===== config.mk =====
export PLATFORM = sky130hd
export DESIGN_NAME = watchdog_reset_manager
export DESIGN_NICKNAME = d
export VERILOG_FILES = /design/src/logic/settle_timer.v /design/src/logic/regulator_restore.v /design/src/logic/watchdog_reset_manager.v
export VERILOG_INCLUDE_DIRS = /design/src /design/src/logic
export SDC_FILE = /design/constraint.sdc
export NUM_CORES = 1
export LEC_CHECK = 0
export ABC_AREA = 1
export BUFFER_PORTS_ARGS = -buffer_cell sky130_fd_sc_hd__buf_4
export CAP_MARGIN = 20
export CORE_MARGIN = 2
export CORE_UTILIZATION = 39
export CTS_CLUSTER_SIZE = 24
export DETAILED_ROUTE_END_ITERATION = 12
export GPL_TIMING_DRIVEN = 0
export PLACE_DENSITY = 0.6
export SYNTH_ARGS = -nofsm -noshare
export SYNTH_HDL_FRONTEND = slang
export SYNTH_SLANG_ARGS = --single-unit

===== constraint.sdc =====
create_clock -name pclk -period 2.6 [get_ports pclk]
set_input_delay 0.52 -clock pclk [delete_from_list [all_inputs] [get_ports pclk]]
set_output_delay 0.52 -clock pclk [all_outputs]
set_load 0.02 [all_outputs]

===== src/logic/watch_reset_regs.vh =====
`ifndef WATCH_RESET_REGS_VH
`define WATCH_RESET_REGS_VH
// Register byte offsets
`define OFS_CTRL 12'h000
`define OFS_STATUS 12'h004
`define OFS_TALLY 12'h008
`define OFS_KEEP 12'h00C
`define OFS_DEFAULTS 12'h010
// Control fields
`define CTRL_STBY_WATCH 0
`define CTRL_INPUT_TYPE 1
`define CTRL_IRQ_MASK 2
`define CTRL_MUX_EN 3
// Tally register fields
`define TALLY_LSB 0
`define LIMIT_LSB 8
`define TALLY_W 4
// Reset values
`define CTRL_RESET 4'h0
`define TALLY_ZERO 4'h0
// Status fields
`define ST_STATE_LSB 0
`define ST_IRQ 4
`define ST_HOST_RST 5
`define ST_POWER_GOOD_OUT 6
`define ST_STBY 7
// Timing
`define SETTLE_NS 30000
`define CLK_NS 100
`endif


===== src/logic/settle_timer.v =====
`timescale 1ns/10ps
module settle_timer #(
   parameter CYCLES = 300
) (
   // Clock and reset
   input wire pclk,
   input wire presetn,
   // Control
   input wire start,
   output wire done
);
   reg [15:0] count_reg;
   reg running_reg;
   assign done = running_reg && (count_reg == 16'h0000);
   always @(posedge pclk or negedge presetn) begin
      if (!presetn) begin
         count_reg <= 16'h0000;
         running_reg <= 1'b0;
      end else if (start) begin
         count_reg <= CYCLES[15:0] - 16'h0001;
         running_reg <= 1'b1;
      end else if (done) begin
         running_reg <= 1'b0;
      end else if (running_reg) begin
         count_reg <= count_reg - 16'h0001;
      end
   end
endmodule


===== src/logic/regulator_restore.v =====
`timescale 1ns/10ps
module regulator_restore #(
   parameter N = 7,
   parameter NSW = 5
) (
   // Clock and reset
   input wire pclk,
   input wire presetn,
   // Request
   input wire soft_go,
   input wire hard_go,
   input wire [N-1:0] keep,
   input wire [N-1:0] in_seq,
   // Status
   output wire all_settled,
   output reg [N-1:0] reg_on,
   output reg [N-1:0] ramping,
   output reg [N-1:0] restored
);
   wire [N-1:0] ramp_done_in;
   assign all_settled = ~|ramping;
   genvar i;
   generate
      for (i = 0; i < N; i = i + 1) begin : g_reg
         reg [2:0] ramp_reg;
         assign ramp_done_in[i] = (ramp_reg == 3'h0);
         always @(posedge pclk or negedge presetn) begin
            if (!presetn) begin
               reg_on[i] <= 1'b1;
               ramping[i] <= 1'b0;
               restored[i] <= 1'b0;
               ramp_reg <= 3'h0;
            end else if (hard_go) begin
               reg_on[i] <= 1'b0;
               ramping[i] <= 1'b0;
               restored[i] <= 1'b1;
            end else if (soft_go && !keep[i]) begin
               restored[i] <= 1'b1;
               if (!in_seq[i]) begin
                  reg_on[i] <= 1'b0;
                  ramping[i] <= 1'b0;
               end else if (i < NSW) begin
                  reg_on[i] <= 1'b1;
                  ramping[i] <= 1'b1;
                  ramp_reg <= 3'h7;
               end else begin
                  reg_on[i] <= 1'b1;
                  ramping[i] <= 1'b0;
               end
            end else if (soft_go) begin
               restored[i] <= 1'b0;
            end else if (ramping[i]) begin
               if (ramp_done_in[i])
                  ramping[i] <= 1'b0;
               else
                  ramp_reg <= ramp_reg - 3'h1;
            end
         end
      end
   endgenerate
endmodule


===== src/logic/watchdog_reset_manager.v =====
// The register offsets and the APB slave port were left to the implementer.
`timescale 1ns/10ps
`include "watch_reset_regs.vh"
module watchdog_reset_manager #(
   parameter N = 7,
   parameter NSW = 5
) (
   // APB
   input wire pclk,
   input wire presetn,
   input wire psel,
   input wire penable,
   input wire pwrite,
   input wire [11:0] paddr,
   input wire [31:0] pwdata,
   output reg [31:0] prdata,
   output wire pready,
   output wire pslverr,
   // Fuse defaults
   input wire fuse_standby_watch_default,
   input wire [3:0] fuse_watch_event_limit,
   input wire [N-1:0] fuse_in_sequence,
   input wire fuse_power_good_out_in_sequence,
   // Events and pins
   input wire watch_input_pin,
   input wire timer_expired,
   input wire standby_pin,
   input wire fail_line_n,
   input wire power_off_pass,
   // Outputs
   output wire watch_timer_run,
   output reg host_reset_out_n,
   output reg power_good_out,
   output reg irq_out_n,
   output reg standby_state,
   output reg fail_safe,
   output reg reload_subset,
   output reg reload_all,
   output reg power_up_go,
   output wire [N-1:0] regulator_on,
   output wire [N-1:0] regulator_ramping,
   output reg analog_mux_enable
);
   localparam SETTLE_CYC = (`SETTLE_NS + `CLK_NS - 1) / `CLK_NS;
   localparam S_RUN = 3'h0;
   localparam S_SOFT = 3'h1;
   localparam S_SOFT_WAIT = 3'h2;
   localparam S_HARD = 3'h3;
   localparam S_HARD_WAIT = 3'h4;
   localparam S_FAIL = 3'h5;
   localparam S_HOLD = 3'h6;

   reg [2:0] state_reg;
   reg [2:0] state_next;
   reg standby_watch_enable;
   reg watch_input_reset_type;
   reg watch_input_irq_mask;
   reg watch_input_irq_flag;
   reg [3:0] watch_event_tally;
   reg [3:0] watch_event_limit;
   reg [N-1:0] keep_reg;
   reg defaults_loaded_reg;
   reg pin_prev_reg;
   reg settle_start;
   wire settle_done;
   wire all_settled;
   wire [N-1:0] restored;
   wire input_event;
   wire watch_event;
   wire soft_go;
   wire hard_go;
   wire at_limit;
   wire wr;
   wire rd;
   wire clr_irq;
   wire wr_ctrl;
   wire wr_status;
   wire wr_tally;
   wire wr_keep;
   wire soft_done;
   wire hard_done;

   // Register offset match
   function addr_hit;
      input [11:0] addr;
      input [11:0] ofs;
      begin
         addr_hit = (addr == ofs);
      end
   endfunction

   // Bus decode
   assign pready = 1'b1;
   assign pslverr = 1'b0;
   assign wr = psel && penable && pwrite;
   assign rd = psel && !pwrite;
   assign wr_ctrl = wr && addr_hit(paddr, `OFS_CTRL);
   assign wr_status = wr && addr_hit(paddr, `OFS_STATUS);
   assign wr_tally = wr && addr_hit(paddr, `OFS_TALLY);
   assign wr_keep = wr && addr_hit(paddr, `OFS_KEEP);
   assign clr_irq = wr_status && pwdata[`ST_IRQ];
   assign input_event = pin_prev_reg && !watch_input_pin;
   assign watch_event = (state_reg == S_RUN) && (input_event || timer_expired);
   assign at_limit = (watch_event_tally == watch_event_limit);
   assign soft_go = watch_event && !at_limit && !timer_expired && !watch_input_reset_type;
   assign hard_go = watch_event && !at_limit && !soft_go;
   assign watch_timer_run = !standby_state || standby_watch_enable;
   assign soft_done = (state_reg == S_SOFT_WAIT) && settle_done;
   assign hard_done = (state_reg == S_HARD_WAIT) && settle_done;

   // Settle timer
   settle_timer #(
      .CYCLES(SETTLE_CYC)
   ) u_settle (
      .pclk(pclk),
      .presetn(presetn),
      .start(settle_start),
      .done(settle_done)
   );

   // Regulator restore
   regulator_restore #(
      .N(N),
      .NSW(NSW)
   ) u_restore (
      .pclk(pclk),
      .presetn(presetn),
      .soft_go(soft_go),
      .hard_go(hard_go),
      .keep(keep_reg),
      .in_seq(fuse_in_sequence),
      .all_settled(all_settled),
      .reg_on(regulator_on),
      .ramping(regulator_ramping),
      .restored(restored)
   );

   // Next state
   always @* begin
      state_next = state_reg;
      settle_start = 1'b0;
      case (state_reg)
         S_RUN: begin
            if (watch_event && at_limit)
               state_next = S_FAIL;
            else if (soft_go)
               state_next = S_SOFT;
            else if (hard_go)
               state_next = S_HARD;
         end
         S_SOFT: begin
            if (all_settled) begin
               settle_start = 1'b1;
               state_next = S_SOFT_WAIT;
            end
         end
         S_SOFT_WAIT: begin
            if (settle_done)
               state_next = S_RUN;
         end
         S_HARD: begin
            settle_start = 1'b1;
            state_next = S_HARD_WAIT;
         end
         S_HARD_WAIT: begin
            if (settle_done)
               state_next = fail_line_n ? S_RUN : S_HOLD;
         end
         S_HOLD: begin
            if (fail_line_n)
               state_next = S_RUN;
         end
         S_FAIL: begin
            state_next = S_FAIL;
         end
         default: begin
            state_next = S_RUN;
         end
      endcase
   end

   // State and reload strobes
   always @(posedge pclk or negedge presetn) begin
      if (!presetn) begin
         state_reg <= S_RUN;
         pin_prev_reg <= 1'b1;
         fail_safe <= 1'b0;
         reload_subset <= 1'b0;
         reload_all <= 1'b0;
         power_up_go <= 1'b0;
      end else begin
         state_reg <= state_next;
         pin_prev_reg <= watch_input_pin;
         reload_subset <= soft_go;
         reload_all <= hard_done;
         power_up_go <= (hard_done || (state_reg == S_HOLD)) && fail_line_n;
         fail_safe <= fail_safe || (watch_event && at_limit);
      end
   end

   // Host reset and power good
   // soft path never touches host reset
   always @(posedge pclk or negedge presetn) begin
      if (!presetn) begin
         host_reset_out_n <= 1'b1;
         power_good_out <= 1'b1;
      end else if (hard_go) begin
         host_reset_out_n <= 1'b0;
         if (fuse_power_good_out_in_sequence)
            power_good_out <= 1'b0;
      end else if (power_up_go) begin
         host_reset_out_n <= 1'b1;
         power_good_out <= 1'b1;
      end
   end

   // Completion flag and interrupt pin
   always @(posedge pclk or negedge presetn) begin
      if (!presetn) begin
         watch_input_irq_flag <= 1'b0;
         irq_out_n <= 1'b1;
      end else begin
         if (soft_done)
            watch_input_irq_flag <= 1'b1;
         else if (clr_irq)
            watch_input_irq_flag <= 1'b0;
         irq_out_n <= !(watch_input_irq_flag && !watch_input_irq_mask);
      end
   end

   // Standby follows its pin in run
   always @(posedge pclk or negedge presetn) begin
      if (!presetn) begin
         standby_state <= 1'b0;
      end else if ((state_reg == S_RUN) || (state_next == S_RUN)) begin
         standby_state <= standby_pin;
      end
   end

   // Settings and their default loads
   always @(posedge pclk or negedge presetn) begin
      if (!presetn) begin
         defaults_loaded_reg <= 1'b0;
         standby_watch_enable <= 1'b0;
         watch_input_reset_type <= 1'b0;
         watch_input_irq_mask <= 1'b0;
         analog_mux_enable <= 1'b0;
         watch_event_limit <= `TALLY_ZERO;
         keep_reg <= {N{1'b0}};
      end else if (!defaults_loaded_reg || reload_all) begin
         defaults_loaded_reg <= 1'b1;
         standby_watch_enable <= fuse_standby_watch_default;
         watch_input_reset_type <= 1'b0;
         watch_input_irq_mask <= 1'b0;
         watch_event_limit <= fuse_watch_event_limit;
         analog_mux_enable <= 1'b0;
         keep_reg <= {N{1'b0}};
      end else if (soft_go) begin
         standby_watch_enable <= fuse_standby_watch_default;
         analog_mux_enable <= 1'b0;
         keep_reg <= {N{1'b0}};
      end else if (wr_ctrl) begin
         standby_watch_enable <= pwdata[`CTRL_STBY_WATCH];
         watch_input_reset_type <= pwdata[`CTRL_INPUT_TYPE];
         watch_input_irq_mask <= pwdata[`CTRL_IRQ_MASK];
         analog_mux_enable <= pwdata[`CTRL_MUX_EN];
      end else if (wr_keep) begin
         keep_reg <= pwdata[N-1:0];
      end
   end

   // Watch event tally
   always @(posedge pclk or negedge presetn) begin
      if (!presetn) begin
         watch_event_tally <= `TALLY_ZERO;
      end else if (power_off_pass) begin
         watch_event_tally <= `TALLY_ZERO;
      end else if (watch_event && !at_limit) begin
         watch_event_tally <= watch_event_tally + 4'h1;
      end else if (wr_tally) begin
         watch_event_tally <= `TALLY_ZERO;
      end
   end

   // Readback mux
   always @* begin
      prdata = 32'h0000_0000;
      if (rd) begin
         case (paddr)
            `OFS_CTRL: begin
               prdata[`CTRL_STBY_WATCH] = standby_watch_enable;
               prdata[`CTRL_INPUT_TYPE] = watch_input_reset_type;
               prdata[`CTRL_IRQ_MASK] = watch_input_irq_mask;
               prdata[`CTRL_MUX_EN] = analog_mux_enable;
            end
            `OFS_STATUS: begin
               prdata[`ST_STATE_LSB+2:`ST_STATE_LSB] = state_reg;
               prdata[`ST_IRQ] = watch_input_irq_flag;
               prdata[`ST_HOST_RST] = host_reset_out_n;
               prdata[`ST_POWER_GOOD_OUT] = power_good_out;
               prdata[`ST_STBY] = standby_state;
            end
            `OFS_TALLY: begin
               prdata[`TALLY_LSB+3:`TALLY_LSB] = watch_event_tally;
               prdata[`LIMIT_LSB+3:`LIMIT_LSB] = watch_event_limit;
            end
            `OFS_KEEP: begin
               prdata[N-1:0] = keep_reg;
            end
            `OFS_DEFAULTS: begin
               prdata[N-1:0] = restored;
            end
            default: begin
               prdata = 32'h0000_0000;
            end
         endcase
      end
   end
endmodule


==> results.json <==
{
  "drive_gt1_frac": 0.263,
  "diodes": 0,
  "arrival_ps": 2030,
  "grt.total_usage": 0.187,
  "fill_cells": 1276,
  "dr.first_iter.drc_count": 284,
  "clk_latency_ps": 350,
  "dieWidth_um": 120,
  "cellLeakagePower_nw": 3.39,
  "dr.pass1.iters": 5,
  "critPathRequiredTime_ps": 2080,
  "hold_path_class": "input port to async pin",
  "ys.warnings.count": 0,
  "globalplace.congestion": 0.851,
  "intPower_w": 0.00349,
  "peakVddDrop_uv": 400,
  "htreeDepth": 3,
  "cp_slowest_cell": "or2_4",
  "numPortBuffers": 77,
  "synth_top_cells_by_area": "dfrtp_1 39%, nand2_1 9.3%, inv_1 7.4%, dfstp_2 5.5%, nor2_1 4.4%",
  "initial_core_util": 0.398,
  "instances_no_fill": 956,
  "outcome": "finished, final reports clean",
  "cts_max_path_buffers": 2,
  "final_area_mm2": 0.00667,
  "io_pins": 125,
  "place_hpwl_um": 10100,
  "synth-edff-count": 0,
  "vias_per_cell": 4.81,
  "avgSynthCellArea_um2": 8.02,
  "die_area_mm2": 0.0144,
  "highest_layer": "met4",
  "netlist.area_leader.share": 0.386,
  "synth_area_mm2": 0.00525,
  "worstSetupStartpointType": "input port",
  "grt_overflow_total": 0,
  "r2r_cells": 8,
  "fin_skew_ps": 10.1,
  "wl_met1_um": 5820,
  "yosys.cell_types.count": 42,
  "maxCapViolCount": 0,
  "finalHoldViolCount": 0,
  "largest_reg_flops": 21,
  "nets": 859,
  "cp_common_cell": "buf_4",
  "fin_util": 0.506,
  "wl_per_cell_um": 13.7,
  "route.met3.wl_um": 539,
  "syn_inst": 655,
  "hold-worst-slack_ps": 179,
  "p_sw_frac": 0.390,
  "area_growth_pct": 27.0,
  "cts.sinks": 92,
  "wl_met2_um": 6470,
  "dp_cells": 930,
  "path_cells": "buf_4 -> or2_4 -> nor2_4 -> nand2_2 -> nor3_4 -> nand2_2 -> buf_4 -> o22ai_1 -> nor2_1 -> nor2_1 -> buf_4",
  "synth_ff_type": "dfrtp_1",
  "cts_inserted_buffers": 9,
  "end_kind": "output pin",
  "fin_crit_sh": 0.979,
  "drc": 0,
  "combPwrFrac": 0.392,
  "synth_commonest_cells": "130 x nand2_1, 103 x inv_1, 81 x dfrtp_1",
  "synthArstFlopShare": 1.00,
  "grt_first_pass_wirelength_um": 21300,
  "ant_nets": 0,
  "pwr_density_cell_mw_per_mm2": 857,
  "yosysTopAreaCell": "dfrtp_1",
  "cts_hold_buf": 0,
  "antenna_found_initial": 0,
  "maxSlewViolCount": 0,
  "path_clk_slew_ps": 70,
  "dpl_cell_area_mm2": 0.00615,
  "timing.final.crit_period_ps": 2550,
  "grt_max_degree": 48,
  "power_frac_clock": 0.236,
  "core_mm2": 0.0132,
  "setup_viol_count_final": 0,
  "slew-limit-headroom": 0.572,
  "ys_ff_latch": 92,
  "tightest_slew_ps": 636,
  "cts-root-buf": "clkbuf_16",
  "yosysMostFrequentCell": "nand2_1",
  "worstSetupPathType": "input port to output pin",
  "cp_max_fo": 5,
  "row_count": 42,
  "ys_seq_area_frac": 0.441,
  "max_freq_mhz": 393,
  "grt_pass1_vias": 4450,
  "die_y_um": 120,
  "routed_wl_um": 13100,
  "cts_tree": "yes",
  "p_switching_w": 0.00223,
  "vias": 4597,
  "max_stage_delay_ps": 270,
  "seqPwrFrac": 0.372
}
[metrics by stage]
stage          total power, W  TNS, ps  worst slack (ps)
2_1_floorplan         0.00371        0               289
3_3_place_gp          0.00429     -769              -169
3_5_place_dp          0.00439    -1060              -221
4_1_cts               0.00577        0              5.37
5_1_grt               0.00619    -61.1             -30.2
6_report              0.00572        0              53.3
[worst max-delay path, delay by kind of cell]
family,cells,cell delay (ps)
compound gates,1,140
buf+inv,3,430
simple gates,7,940
[per-layer routing]
| metal | global-route usage | vias up |
|---|---|---|
| li1 | - | 2298 |
| met1 | 0.239 | 2170 |
| met2 | 0.319 | 108 |
| met3 | 0.0361 | 21 |
| met4 | 0.0574 | 0 |
| met5 | 0 | - |
[cell type report]
type | count | area [um2] | area share
sequential | 92 | 2320 | 0.347
tap | 176 | 220 | 0.0330
multi-input combinational | 445 | 2480 | 0.372
inverter | 113 | 427 | 0.0640
timing repair buffer | 87 | 698 | 0.105
buffer | 27 | 213 | 0.0319
clock buffer | 11 | 253 | 0.0379
clock inverter | 5 | 60.1 | 0.00900
[power by group through the flow]
stage	clock (W)	combinational [W]	sequential, W
finish	0.00135	0.00224	0.00213
global route	0.00144	0.00257	0.00217
CTS	0.00138	0.00225	0.00213
detailed placement	0	0.00224	0.00215
global placement	0	0.00216	0.00214
floorplan	0	0.00153	0.00219
[worst paths after layout]
| check | from | end | slack [ps] |
|---|---|---|---|
| worst max-delay path | paddr[1] | prdata[1] | 50 |
| worst min-delay path | presetn | analog_mux_enable$_DFFE_PN0P_ | 180 |
| worst max register to register | u_restore.ramping[0]$_DFFE_PN0P_ | u_settle.count_reg[11]$_DFFE_PN0P_ | 700 |
| worst min register to register | fail_safe$_DFF_PN0_ | fail_safe$_DFF_PN0_ | 470 |
| max in group asynchronous | presetn | power_good_out$_DFFE_PN1P_ | 1690 |
| min in group pclk | watch_input_pin | pin_prev_reg$_DFF_PN1_ | 290 |
[kinds of logic after synthesis]
family                   synth area share
XOR/XNOR                           0.0150
AND/OR/NAND/NOR                     0.261
adder cells (fa/ha/maj)            0.0405
buffers and inverters               0.122
other                             0.00143
flip-flops                          0.441
AO/OA/AOI/OAI                       0.119
[cell usage in the layout (no fill, tap or decap), types with 3 or more instances in the layout]
master     Yosys  final
a21oi_1       27     27
dfstp_2       11     11
conb_1         2     23
clkbuf_16      0      9
nor2_1        61     57
nand4_1        5      5
xor2_1         3      3
o21ai_2        5      5
o22ai_1        9      8
ha_1          17     17
buf_4         25    109
xnor2_1        6      6
nor2_4         5      6
nand2_4        7      8
nor4_1         3      3
nand2_1      130    126
dfrtp_1       81     81
inv_1        103    103
nor3_1        13     12
inv_2          9      9
nand3_4        4      9
o211ai_1       6      6
o21ai_0       35     34
nor2_2         9     12
buf_12         1      3
o21ai_1       15     16
nand3_1       38     35
nand2_2        3      6
o31ai_1        4      4
[timing repair]
action | 4_1_cts | 5_1_grt
endpoints found under the setup margin | 7 | 10
gates cloned | 0 | 1
pin swaps | 3 | 6
resized for setup | 13 | 9
setup buffers | 4 | 5
Note: power is estimated with default switching activity, not from simulation.
